<file path="src/hw/gpm_defines.vh">
// Constants for the shared pin multiplexer
`ifndef GPM_DEFINES_VH
`define GPM_DEFINES_VH
`define GPM_IO_WIDTH 16
`define GPM_BIT_CLKA 1
`define GPM_BIT_CLKB 2
`define GPM_BIT_DAC 8
`define GPM_PCI_LO 9
`define GPM_PCI_HI 15
`define GPM_PCI_COUNT 7
`define GPM_STRAP_PCI_POS 8
`define GPM_STRAP_ETH_POS 11
`define GPM_RST_ENABLE 16'h0000
`define GPM_RST_DIRECTION 16'h0000
`define GPM_RST_PCI_SELECT 1'h0
`endif

</file>
<file path="src/hw/gpm_pin_mux.v">
// Shared pin multiplexer between general I/O and primary functions
// Operation
// - Clock pads follow software bits alone, DAC and PCI pads also follow a strap caught once after reset release.
// - Strap-configured pads give at most one peripheral control, PCI or general I/O, never both.
// - After reset bits 1 and 2 carry the two clock outputs since their enables reset to zero.
// - An enable bit at one hands the pad to general I/O instead of its primary function, except on bits 15:8 while PCI is selected.
// - For an enabled pin direction zero makes an input and direction one drives an output.
// - The bit 8 pad carries the video DAC control output by default.
// - Bit 8 reaches its pad only while the PCI select is zero and its enable is set.
// - Bits 15:9 are general I/O only while the PCI select is zero and their enables are set.
// - At reset bits 15:9 have no active function, with enables cleared and PCI select zero.
// - The PCI select, shown at strap status bit 8, picks PCI or the other peripheral group globally.
// - The Ethernet enable at bit 11 keeps Ethernet off when zero and has no effect while PCI is selected.
`timescale 1ns/1ps
`include "gpm_defines.vh"
module gpm_pin_mux (
  // Clock and reset
  input wire clock_i,
  input wire reset_i,
  // Strap inputs
  input wire strap_pci_select_i,
  input wire strap_ethernet_enable_i,
  // Software configuration
  input wire [15:0] io_pin_enable_i,
  input wire [15:0] io_pin_direction_i,
  input wire [15:0] general_io_bank_out_i,
  // Primary functions
  input wire clock_output_a_i,
  input wire clock_output_b_i,
  input wire video_dac_control_output_i,
  input wire [6:0] pci_out_i,
  input wire [6:0] pci_oe_i,
  // Pads
  input wire [15:0] pad_in_i,
  output wire [15:0] pad_out_o,
  output wire [15:0] pad_oe_o,
  // Status
  output reg [15:0] general_io_bank_in_o,
  output reg [15:0] io_select_o,
  output reg [15:0] strap_status_o,
  output reg pci_enable_o,
  output reg ethernet_block_enable_o
);
  reg [15:0] enable;
  reg [15:0] direction;
  reg pci_select;
  reg ethernet_enable;
  reg strap_taken;
  reg [15:0] next_select;
  reg [15:0] prim_out;
  reg [15:0] prim_oe;
  integer k;

  always @(posedge clock_i or posedge reset_i) begin
    if (reset_i) begin
      enable <= `GPM_RST_ENABLE;
      direction <= `GPM_RST_DIRECTION;
      pci_select <= `GPM_RST_PCI_SELECT;
      ethernet_enable <= 1'b0;
      strap_taken <= 1'b0;
    end else begin
      enable <= io_pin_enable_i;
      direction <= io_pin_direction_i;
      if (!strap_taken) begin
        pci_select <= strap_pci_select_i;
        ethernet_enable <= strap_ethernet_enable_i;
        strap_taken <= 1'b1;
      end
    end
  end

  always @* begin
    next_select = 16'h0000;
    prim_out = 16'h0000;
    prim_oe = 16'h0000;
    for (k = 0; k < `GPM_IO_WIDTH; k = k + 1) begin
      if (k == `GPM_BIT_CLKA || k == `GPM_BIT_CLKB) begin
        next_select[k] = enable[k];
      end else if (k == `GPM_BIT_DAC) begin
        next_select[k] = enable[k] & ~pci_select;
      end else if (k >= `GPM_PCI_LO) begin
        next_select[k] = enable[k] & ~pci_select;
      end else begin
        next_select[k] = enable[k];
      end
    end
    prim_out[`GPM_BIT_CLKA] = clock_output_a_i;
    prim_oe[`GPM_BIT_CLKA] = 1'b1;
    prim_out[`GPM_BIT_CLKB] = clock_output_b_i;
    prim_oe[`GPM_BIT_CLKB] = 1'b1;
    prim_out[`GPM_BIT_DAC] = video_dac_control_output_i;
    prim_oe[`GPM_BIT_DAC] = 1'b1;
    prim_out[`GPM_PCI_HI:`GPM_PCI_LO] = pci_out_i & {`GPM_PCI_COUNT{pci_select}};
    prim_oe[`GPM_PCI_HI:`GPM_PCI_LO] = pci_oe_i & {`GPM_PCI_COUNT{pci_select}};
  end

  genvar g;
  generate
    for (g = 0; g < `GPM_IO_WIDTH; g = g + 1) begin : pad_g
      gpm_pad_cell u_pad (
        .clock_i(clock_i),
        .reset_i(reset_i),
        .io_select_i(next_select[g]),
        .io_pin_direction_i(direction[g]),
        .io_out_i(general_io_bank_out_i[g]),
        .prim_out_i(prim_out[g]),
        .prim_oe_i(prim_oe[g]),
        .pad_out_o(pad_out_o[g]),
        .pad_oe_o(pad_oe_o[g])
      );
    end
  endgenerate

  always @(posedge clock_i or posedge reset_i) begin
    if (reset_i) begin
      general_io_bank_in_o <= 16'h0000;
      io_select_o <= 16'h0000;
      strap_status_o <= 16'h0000;
      pci_enable_o <= 1'b0;
      ethernet_block_enable_o <= 1'b0;
    end else begin
      general_io_bank_in_o <= pad_in_i & next_select & ~direction;
      io_select_o <= next_select;
      strap_status_o <= 16'h0000;
      strap_status_o[`GPM_STRAP_PCI_POS] <= pci_select;
      strap_status_o[`GPM_STRAP_ETH_POS] <= ethernet_enable;
      pci_enable_o <= pci_select;
      ethernet_block_enable_o <= ethernet_enable & ~pci_select;
    end
  end
endmodule // gpm_pin_mux

</file>
<file path="src/hw/gpm_pad_cell.v">
// One shared pad: picks general I/O or primary function
`timescale 1ns/1ps
`include "gpm_defines.vh"
module gpm_pad_cell (
  // Clock and reset
  input wire clock_i,
  input wire reset_i,
  // Selection
  input wire io_select_i,
  input wire io_pin_direction_i,
  // General I/O side
  input wire io_out_i,
  // Primary function side
  input wire prim_out_i,
  input wire prim_oe_i,
  // Pad
  output reg pad_out_o,
  output reg pad_oe_o
);
  always @(posedge clock_i or posedge reset_i) begin
    if (reset_i) begin
      pad_out_o <= 1'b0;
      pad_oe_o <= 1'b0;
    end else if (io_select_i) begin
      pad_out_o <= io_out_i;
      pad_oe_o <= io_pin_direction_i;
    end else begin
      pad_out_o <= prim_out_i;
      pad_oe_o <= prim_oe_i;
    end
  end
endmodule // gpm_pad_cell

</file>
<file path="config.mk">
export PLATFORM = sky130hd
export DESIGN_NAME = gpm_pin_mux
export DESIGN_NICKNAME = d
export VERILOG_FILES = /design/src/hw/gpm_pin_mux.v /design/src/hw/gpm_pad_cell.v
export VERILOG_INCLUDE_DIRS = /design/src /design/src/hw
export SDC_FILE = /design/constraint.sdc
export NUM_CORES = 1
export LEC_CHECK = 0
export BUFFER_PORTS_ARGS = -buffer_cell sky130_fd_sc_hd__buf_2
export CORE_MARGIN = 2
export CORE_UTILIZATION = 45
export CTS_BUF_LIST = sky130_fd_sc_hd__clkbuf_16
export DETAILED_ROUTE_END_ITERATION = 6
export PLACE_DENSITY = 0.78
export SLEW_MARGIN = 20
export SYNTH_ARGS = -nofsm -noshare
export SYNTH_HDL_FRONTEND = slang
export SYNTH_SLANG_ARGS = --single-unit
export TNS_END_PERCENT = 100
</file>
<file path="constraint.sdc">
create_clock -name clock_i -period 4.2 [get_ports clock_i]
set_clock_uncertainty 0.05 [all_clocks]
set_input_delay 0.42 -clock clock_i [delete_from_list [all_inputs] [get_ports clock_i]]
set_output_delay 0.42 -clock clock_i [all_outputs]
set_load 0.005 [all_outputs]
</file>
# After elaboration in Yosys (flattened, before gate mapping)
# Cells that the tools add are included.
[word_totals]
output_inout_bits = 82
word_cells = 89
ff_bits = 103
in_bits = 85
[op_classes]
muxes = 32
bitwise_logic = 15
[op_table]
columns = ["operator", "n"]
rows = [
  ["AND 16 bit", 2],
  ["2-to-1 mux 1 bit", 32],
  ["inverter 16 bit", 1],
  ["AND 7 bit", 2],
  ["AND 1 bit", 9],
  ["inverter 1 bit", 1],
]

# Depth between registers and ports, before layout
# Gate-level depths: netlist (run 1).
[depth]
ltp_word = 4
ltp_mapped = 4
mapped_depth_nobuf = 2

# Hierarchy
# Synthesis (run 1) repeated with hierarchy kept, for this count alone.
[hier_totals]
cells_unflattened = 212
hier_area_um2 = 3477.1
[by_module_without_submodules]
columns = ["module", "n_inst", "area_per_inst_um2", "cells_each"]
rows = [
  ["gpm_pin_mux", 1, 2255.9, 132],
  ["gpm_pad_cell", 16, 76.3, 5],
]

# Worst setup path after synthesis (run 1)
# OpenSTA, ideal clock, no wires.
[synth_path]
path_type = "reg2reg"
start = "register pci_select"
end = "register general_io_bank_in_o[8]"
setup_slack_ns = 3.032
required_ns = 4.081
path_buffers = 1
stages_incl_launch_ff = 4
t_arrival_ns = 1.049
setup_ns = 0.069
cell_sequence = "dfrtp_1 > buf_6 > or3b_4 > nor2_2"
[synth_between]
elab_chain_len = 4
[synth_lines]
columns = ["item", "line", "source"]
rows = [
  ["start, declared", "gpm_pin_mux.v:46", "reg pci_select;"],
  ["start signal, assigned", "gpm_pin_mux.v:58", "pci_select <= `GPM_RST_PCI_SELECT;"],
  ["start signal, assigned", "gpm_pin_mux.v:65", "pci_select <= strap_pci_select_i;"],
  ["inverter 1 bit", "gpm_pin_mux.v:80", "next_select[k] = enable[k] & ~pci_select;"],
  ["AND 1 bit", "gpm_pin_mux.v:80", ""],
  ["AND 16 bit (2 in series)", "gpm_pin_mux.v:122", "general_io_bank_in_o <= pad_in_i & next_select & ~direction;"],
  ["end signal, assigned", "gpm_pin_mux.v:122", ""],
  ["end, declared", "gpm_pin_mux.v:38", "output reg [15:0] general_io_bank_in_o,"],
]
# Every way passes these cells.
# A chain may end at the register's enable or synchronous reset.

# Final worst setup path (run 1)
[layout_path]
start = "register pci_select"
end = "register pad_g[8].u_pad.pad_out_o"
[layout_between]
elab_chain_len = 3
[layout_lines]
columns = ["item", "line", "source"]
rows = [
  ["inverter 1 bit", "gpm_pin_mux.v:80", ""],
  ["AND 1 bit", "gpm_pin_mux.v:80", ""],
  ["net pad_g[8].u_pad.io_select_i", "gpm_pad_cell.v:9", "input wire io_select_i,"],
  ["2-to-1 mux 1 bit", "gpm_pad_cell.v:24", "end else if (io_select_i) begin"],
  ["end signal, assigned", "gpm_pad_cell.v:25", "pad_out_o <= io_out_i;"],
  ["end signal, assigned", "gpm_pad_cell.v:28", "pad_out_o <= prim_out_i;"],
  ["end, declared", "gpm_pad_cell.v:17", "output reg pad_out_o,"],
]
# The timed path passes the listed nets, and every way through them passes these cells.

==> results.ini, run 1 <==
[outcome]
status = finished clean

[sta]
tns_ps = 0
period_needed_ps = 1620
worst_pin_slew_ps = 989
fmax_mhz = 618
timing_hold_violations_final = 0
rsz0062_at_grt = false
timing.final.max_slew_violations = 0
finalSetupViolations = 0
fin_crit_sh_pct = 38.5
slew_headroom_pct = 34.1

[global_route]
grt_pass1_vias = 2010
overflow = 0
grt_max_degree = 70
antenna_found_initial = 0
grt_pass1_wl_um = 9190
track_usage_pct = 14.2

[setup_path]
crit_family = flip-flops
crit_path_top_delay_cell = dfrtp_1
crit_chain = nor2b_1 > mux2_2
end_kind = register
crit_type = reg2reg
timing.critical_path.depth = 2
reg2reg_depth = 2
required_ps = 4360
worst-path-buf-inv = 0
crit_arrival_ps = 1780
crit_path_max_fanout = 38
cp-start-kind = register
cpPeakStageDelay_ps = 990

[yosys]
synthCells = 247
yosysUniqueCellTypes = 19
synth_mux_area_share_pct = 1.63
synth_xor_area_share_pct = 0
syn_avg_cell_area_sq_um = 14.0
syn_area_sq_um = 3450
synth_top_family_by_area = buffers and inverters
yosysSeqAreaShare_pct = 73.9
ys_ff_latch = 102
yosysWarnings = 0
synth-compound-area-share_pct = 2.25
synthAdderAreaFrac_pct = 0
synth-simple-area-share_pct = 10.8

[final_layout]
nFillCells = 614
drive_above_1_share_pct = 46.2
final_nets = 459
area_growth_pct = 25.6
antenna_cells = 0

[floorplanning]
ioPinCount = 167
coreArea_sq_um = 7330
fp-row-count = 31
die_area_sq_um = 8390
fp.dieW_um = 91.6
initial_core_util_pct = 47.1
die_h_um = 91.6

[worst_hold_path]
min_path_cells = 1
hold_class = in2reg

[detailed_routing]
drtIter0Drc = 57
vias = 2016
detail_route.first_pass.iterations = 4
vias_per_cell = 4.22
postRouteAntennaNets = 0
routed_wl_um = 5820
wl_per_cell_um = 12.2
drcViolationCount = 0

[clock_network]
clockBufferDepth = 2
postCtsSetupRepairBufs = 0
insertion_delay_ps = 320
cts_hold_buf = 0
ctsHtreeMaxLevel = 3
clock-sinks = 102
root_buffer = clkbuf_16
cts_tree = yes
cts_made_buffers = 9
path_clk_slew_ps = 70
cts.repair.resized = 0

[power]
p_leak_nw = 2.37
power_mw = 2.06
powerDensity_nw_per_um2 = 474
peakVddDrop_uv = 310

[place]
place.port_buffers = 152
dpl.hpwl_um = 4380
place_congestion = 0.758

[job]
max_cap_violations = 0

[cells in the final DEF, fill, tap and decap left out]
cell type	netlist	layout
a22o_1	2	2
and2_1	12	12
and2b_1	5	5
and3b_1	7	7
buf_2	1	152
buf_4	47	1
bufinv_16	0	2
clkbuf_16	0	9
clkinv_1	0	2
clkinv_2	0	1
clkinv_4	0	1
clkinvlp_4	0	1
conb_1	2	15
dfrtp_1	102	102
inv_1	4	3
inv_4	0	1
mux2_2	5	5
nand2_1	30	30
nand2b_1	2	2
nor2_1	8	8
nor2_2	1	1
nor2b_1	4	4
o21ai_0	12	12
or3b_4	1	1
[stage by stage]
| stage | util (%) | setup slack [ps] | instance area, sq um | hold WS [ps] | instances |
|---|---|---|---|---|---|
| 2_1_floorplan | - | 1050 | 3500 | 312 | 260 |
| 3_3_place_gp | 54.9 | 2570 | 4020 | 325 | 462 |
| 3_5_place_dp | 54.9 | 2520 | 4020 | 328 | 462 |
| 4_1_cts | 59.2 | 2530 | 4340 | 137 | 478 |
| 5_1_grt | 59.2 | 2410 | 4340 | 129 | 478 |
| 6_report | 59.2 | 2580 | 4340 | 148 | 478 |
[sequential cells by signal (all words and copies together) (netlist names)]
register and flops:
strap_status_o 2, ethernet_block_enable_o 1, ethernet_enable 1, direction 16, pad_g.u_pad.pad_out_o 16, pad_g.u_pad.pad_oe_o 16
strap_taken 1, pci_select 1, general_io_bank_in_o 16, io_select_o 16, enable 16
[area by class of cell]
class | count | area [sq um] | area share, %
Sequential cell | 102 | 2550 | 58.8
Timing Repair Buffer | 153 | 768 | 17.7
Multi-Input combinational cell | 104 | 562 | 13.0
Clock buffer | 9 | 225 | 5.19
Tap cell | 99 | 124 | 2.86
Clock inverter | 7 | 88.8 | 2.05
Inverter | 4 | 17.5 | 0.404
[power by group]
part / internal [mW] / switching [mW]
Combinational: 0.0776 / 0.0679
Clock: 0.517 / 0.325
Sequential: 1.04 / 0.0288
[cell usage after synthesis]
cell / n / area share [%]
buf_4: 47 / 10
and3b_1: 7 / 1.8
nand2b_1: 2 / 0.36
and2b_1: 5 / 1.1
or3b_4: 1 / 0.33
clkbuf_1: 1 / 0.11
nor2b_1: 4 / 0.72
mux2_2: 5 / 1.6
conb_1: 2 / 0.22
buf_2: 1 / 0.14
and2_1: 12 / 2.2
dfrtp_1: 102 / 74
o21ai_0: 12 / 1.7
inv_1: 4 / 0.43
nor2_1: 8 / 0.87
a22o_1: 2 / 0.51
nand2_1: 30 / 3.3
nor2_2: 1 / 0.18
buf_6: 1 / 0.33
[per-layer routing]
layer  vias to the layer above  wire (um)  GRT usage (%)
li1                        965          -              -
met1                       946       2270           17.1
met2                        96       2900           23.0
met3                         9        571           5.73
met4                         0         72           5.18
met5                         -          0              0
[worst paths after layout]
| check | startpoint | to | slack, ps |
|---|---|---|---|
| setup / recovery | pci_select | pad_g[8].u_pad.pad_out_o | 2580 |
| hold / removal | io_pin_direction_i[7] | direction[7] | 150 |
| max in group asynchronous | reset_i | io_select_o[3] | 2970 |
| hold reg to reg | ethernet_enable | strap_status_o[11] | 340 |
| min in group asynchronous | reset_i | pad_g[0].u_pad.pad_oe_o | 210 |
| setup reg to reg | pci_select | pad_g[8].u_pad.pad_out_o | 2580 |
[worst register-to-register path, stage by stage (launching register included)]
cell     delay [ps]
dfrtp_1         990
nor2b_1         160
mux2_2          310
[cells by family after synthesis]
family / count (synthesis)
flops: 102
simple gates: 70
buf+inv: 54
compound gates: 14
mux: 5
other cells: 2
(Power assumes the default switching activity.)
==> inputs of run 2 (changes only) <==
Settings changed: ABC_AREA set to 1, CORE_UTILIZATION 45 to 41, PLACE_DENSITY 0.78 to 0.75.
Clock period 4.2 ns to 1.42 ns, I/O delays scaled along.
==> run 2 against run 1 <==
Utilization is 2.1 points higher. Clock-buffer cell count unchanged. Sequential power increased to 2.9 times the previous value. Final cell count is 30% higher. Critical path type is now in2reg. Sequential share of layout area shrank 10 points. Via count up 26%. Critical path depth up 3. First-iteration DRC count up 47%.
==> results.ini, run 2 <==
[outcome]
status = finished clean

[floorplanning]
initial_core_util_pct = 41.6  ; -5.5 points
coreArea_sq_um = 8590  ; +17%
die_h_um = 97.4  ; +6.3%
ioPinCount = 167  ; unchanged
fp-row-count = 34  ; +9.7%
die_area_sq_um = 9480  ; +13%
fp.dieW_um = 97.4  ; +6.3%

[sta]
period_needed_ps = 1300
tns_ps = 0  ; unchanged
fin_hold_ws_ps = 21.1  ; -127 ps
timing.final.max_slew_violations = 0  ; unchanged
worst_pin_slew_ps = 525  ; -464 ps
finalSetupViolations = 0  ; unchanged
fin_crit_sh_pct = 91.9
fmax_mhz = 766
slew_headroom_pct = 65.0  ; +31 points
rsz0062_at_grt = false
timing_hold_violations_final = 0  ; unchanged

[final_layout]
multi_input_area_sq_um = 538  ; -4.2%
antenna_cells = 0  ; unchanged
most-common-layout-cells = buf_2 (152), dfrtp_1 (102), dlygate4sd3_1 (81), nand2_1 (69), inv_1 (31)
nFillCells = 692  ; +13%
final_nets = 592  ; +29%
regArea_sq_um = 2550  ; unchanged
area_growth_pct = 47.2
drive_above_1_share_pct = 35.5  ; -11 points
layout_commonest_cell = buf_2

[setup_path]
cp-start-kind = primary input
crit_chain = dlygate4sd3_1 > buf_2 > nand2_1 > nand2_1 > dlygate4sd3_1
crit_family = buffers and inverters
worst-path-buf-inv = 3  ; +3
cpPeakStageDelay_ps = 560  ; -430 ps
crit_type = in2reg
crit_path_max_fanout = 1  ; -97%
required_ps = 1580  ; -2780 ps
end_kind = register
crit_arrival_ps = 1470  ; -310 ps
crit_path_top_delay_cell = dlygate4sd3_1
rrSetupSlack_ps = 140  ; -2440 ps

[global_route]
track_usage_pct = 16.8  ; +2.6 points
antenna_found_initial = 0  ; unchanged
overflow = 0  ; unchanged
grt_max_degree = 103  ; +47%
grt_pass1_vias = 2728  ; +36%
grt_pass1_wl_um = 12600  ; +37%

[power]
sequentialPowerShare_pct = 50.3  ; -1.7 points
peakVddDrop_uv = 614  ; +98%
switchingPower_mw = 1.42  ; +240%
clkPwrFrac_pct = 39.0  ; -1.9 points
internal_power_mw = 4.82  ; +190%
switching_share_pct = 22.8  ; +2.3 points
power_mw = 6.24  ; +200%
p_leak_nw = 2.95  ; +24%
comb_power_share_pct = 10.6  ; +3.5 points
powerDensity_nw_per_um2 = 1190  ; +150%

[yosys]
yosysUniqueCellTypes = 15  ; -4
synth_common_cells = dfrtp_1 (102), nand2_1 (69), buf_4 (48), inv_1 (32)
synth_top_area_share_pct = 71.4  ; -2.5 points
postSynth.asyncResetShare_pct = 100  ; unchanged
syn_avg_cell_area_sq_um = 12.0  ; -14%
yosysTopAreaCell = dfrtp_1
synth-edff-count = 0  ; unchanged
synth_area_leaders = dfrtp_1 (71%), buf_4 (10%), nand2_1 (7.2%)
yosysWarnings = 0  ; unchanged
ys_ff_latch = 102  ; unchanged
syn_area_sq_um = 3580  ; +3.6%
yosysMostFrequentCell = dfrtp_1
synthCells = 299  ; +21%
ys.flop_type = dfrtp_1
yosysSeqAreaShare_pct = 71.4  ; -2.5 points

[place]
place.port_buffers = 152  ; unchanged
place_congestion = 0.710  ; -6.2%
dpl.hpwl_um = 4670  ; +6.7%

[clock_network]
clock-sinks = 102  ; unchanged
cts_tree = yes
path_clk_slew_ps = 60  ; about the same
ctsHtreeMaxLevel = 3  ; unchanged
cts.repair.resized = 0  ; unchanged
insertion_delay_ps = 330  ; about the same
root_buffer = clkbuf_16
cts_made_buffers = 9  ; unchanged
clockBufferDepth = 2  ; unchanged

[detailed_routing]
detail_route.first_pass.iterations = 4  ; unchanged
drtIter0Drc = 84  ; +47%
wl_per_cell_um = 12.1  ; -0.65%
drcViolationCount = 0  ; unchanged
vias = 2544  ; +26%
routed_wl_um = 7500  ; +29%
vias_per_cell = 4.10  ; -2.7%
postRouteAntennaNets = 0  ; unchanged

[worst_hold_path]
hold_class = in2reg

[job]
max_cap_violations = 0  ; unchanged

[run 2: cell count changes in the layout (fill, tap and decap cells not counted), moves of 4 or more]
cell	previous run	this run
mux2_2	5	0
and3b_1	7	0
o21ai_0	12	0
nand3_1	0	15
and2b_1	5	0
and2_1	12	0
nor2b_1	4	0
nor2_1	8	15
inv_1	3	31
dlygate4sd3_1	0	81
nand2_1	30	69
[run 2: path summary, 6_finish.rpt]
check                                           from                        end  cells after the start
max                                 clock_output_b_i   pad_g[2].u_pad.pad_out_o                      5
min                        general_io_bank_out_i[10]  pad_g[10].u_pad.pad_out_o                      3
max reg2reg                                enable[2]   pad_g[2].u_pad.pad_out_o                      4
min reg2reg                          ethernet_enable         strap_status_o[11]                      0
max in group asynchronous                    reset_i              direction[14]                      4
min in group asynchronous                    reset_i             io_select_o[9]                      4
[run 2: layout make-up]
cell class	instances	area share, %
clock buffer	9	4.28
clock inverter	7	1.47
inverter	33	2.57
multi-input combinational	126	10.2
sequential	102	48.5
tap	108	2.57
timing repair buffer	235	30.4
[run 2: power groups by stage]
stage	Sequential, mW	Combinational (mW)	Clock, mW
after global placement	3.19	0.477	0
after detailed placement	3.20	0.491	0
after global routing	3.16	0.744	2.65
after floorplan	3.19	0.341	0
final	3.14	0.663	2.44
after CTS	3.14	0.667	2.51
[run 2: layer usage]
layer  wire [um]  GRT usage [%]  up-vias  part of all wire (%)
met3         515           5.83       14                   6.9
met1        2840           18.4     1181                    38
met4         149           6.09        0                   2.0
li1            -              -     1245                     -
met2        3990           30.0      104                    53
met5           0              0        -                     0
[run 2: per-stage QoR]
stage / cells / utilization [%] / cell area [sq um] / worst slack, ps
after floorplan: 312 / - / 3630 / 10.4
after global placement: 523 / 48.3 / 4150 / 453
after detailed placement: 523 / 48.3 / 4150 / 414
after CTS: 620 / 61.2 / 5260 / 143
after global routing: 620 / 61.2 / 5260 / 34.5
final: 620 / 61.2 / 5260 / 115
[run 2: repair_timing]
action	in CTS	in global routing
endpoints found under the hold margin	173	0
hold buffers	81	0
setup buffers	0	0
[run 2: cells by family after synthesis]
kind of cell | count (synthesis) | synth area share [%]
simple gates | 109 | 13.2
flops | 102 | 71.4
buf+inv | 84 | 14.9
compound gates | 2 | 0.280
other cells | 2 | 0.210
[run 2: worst register-to-register path, cell delays in order, from the launching register on]
cell	delay [ps]
dfrtp_1	380
inv_1	60
nand2_1	50
nand2_1	60
dlygate4sd3_1	560
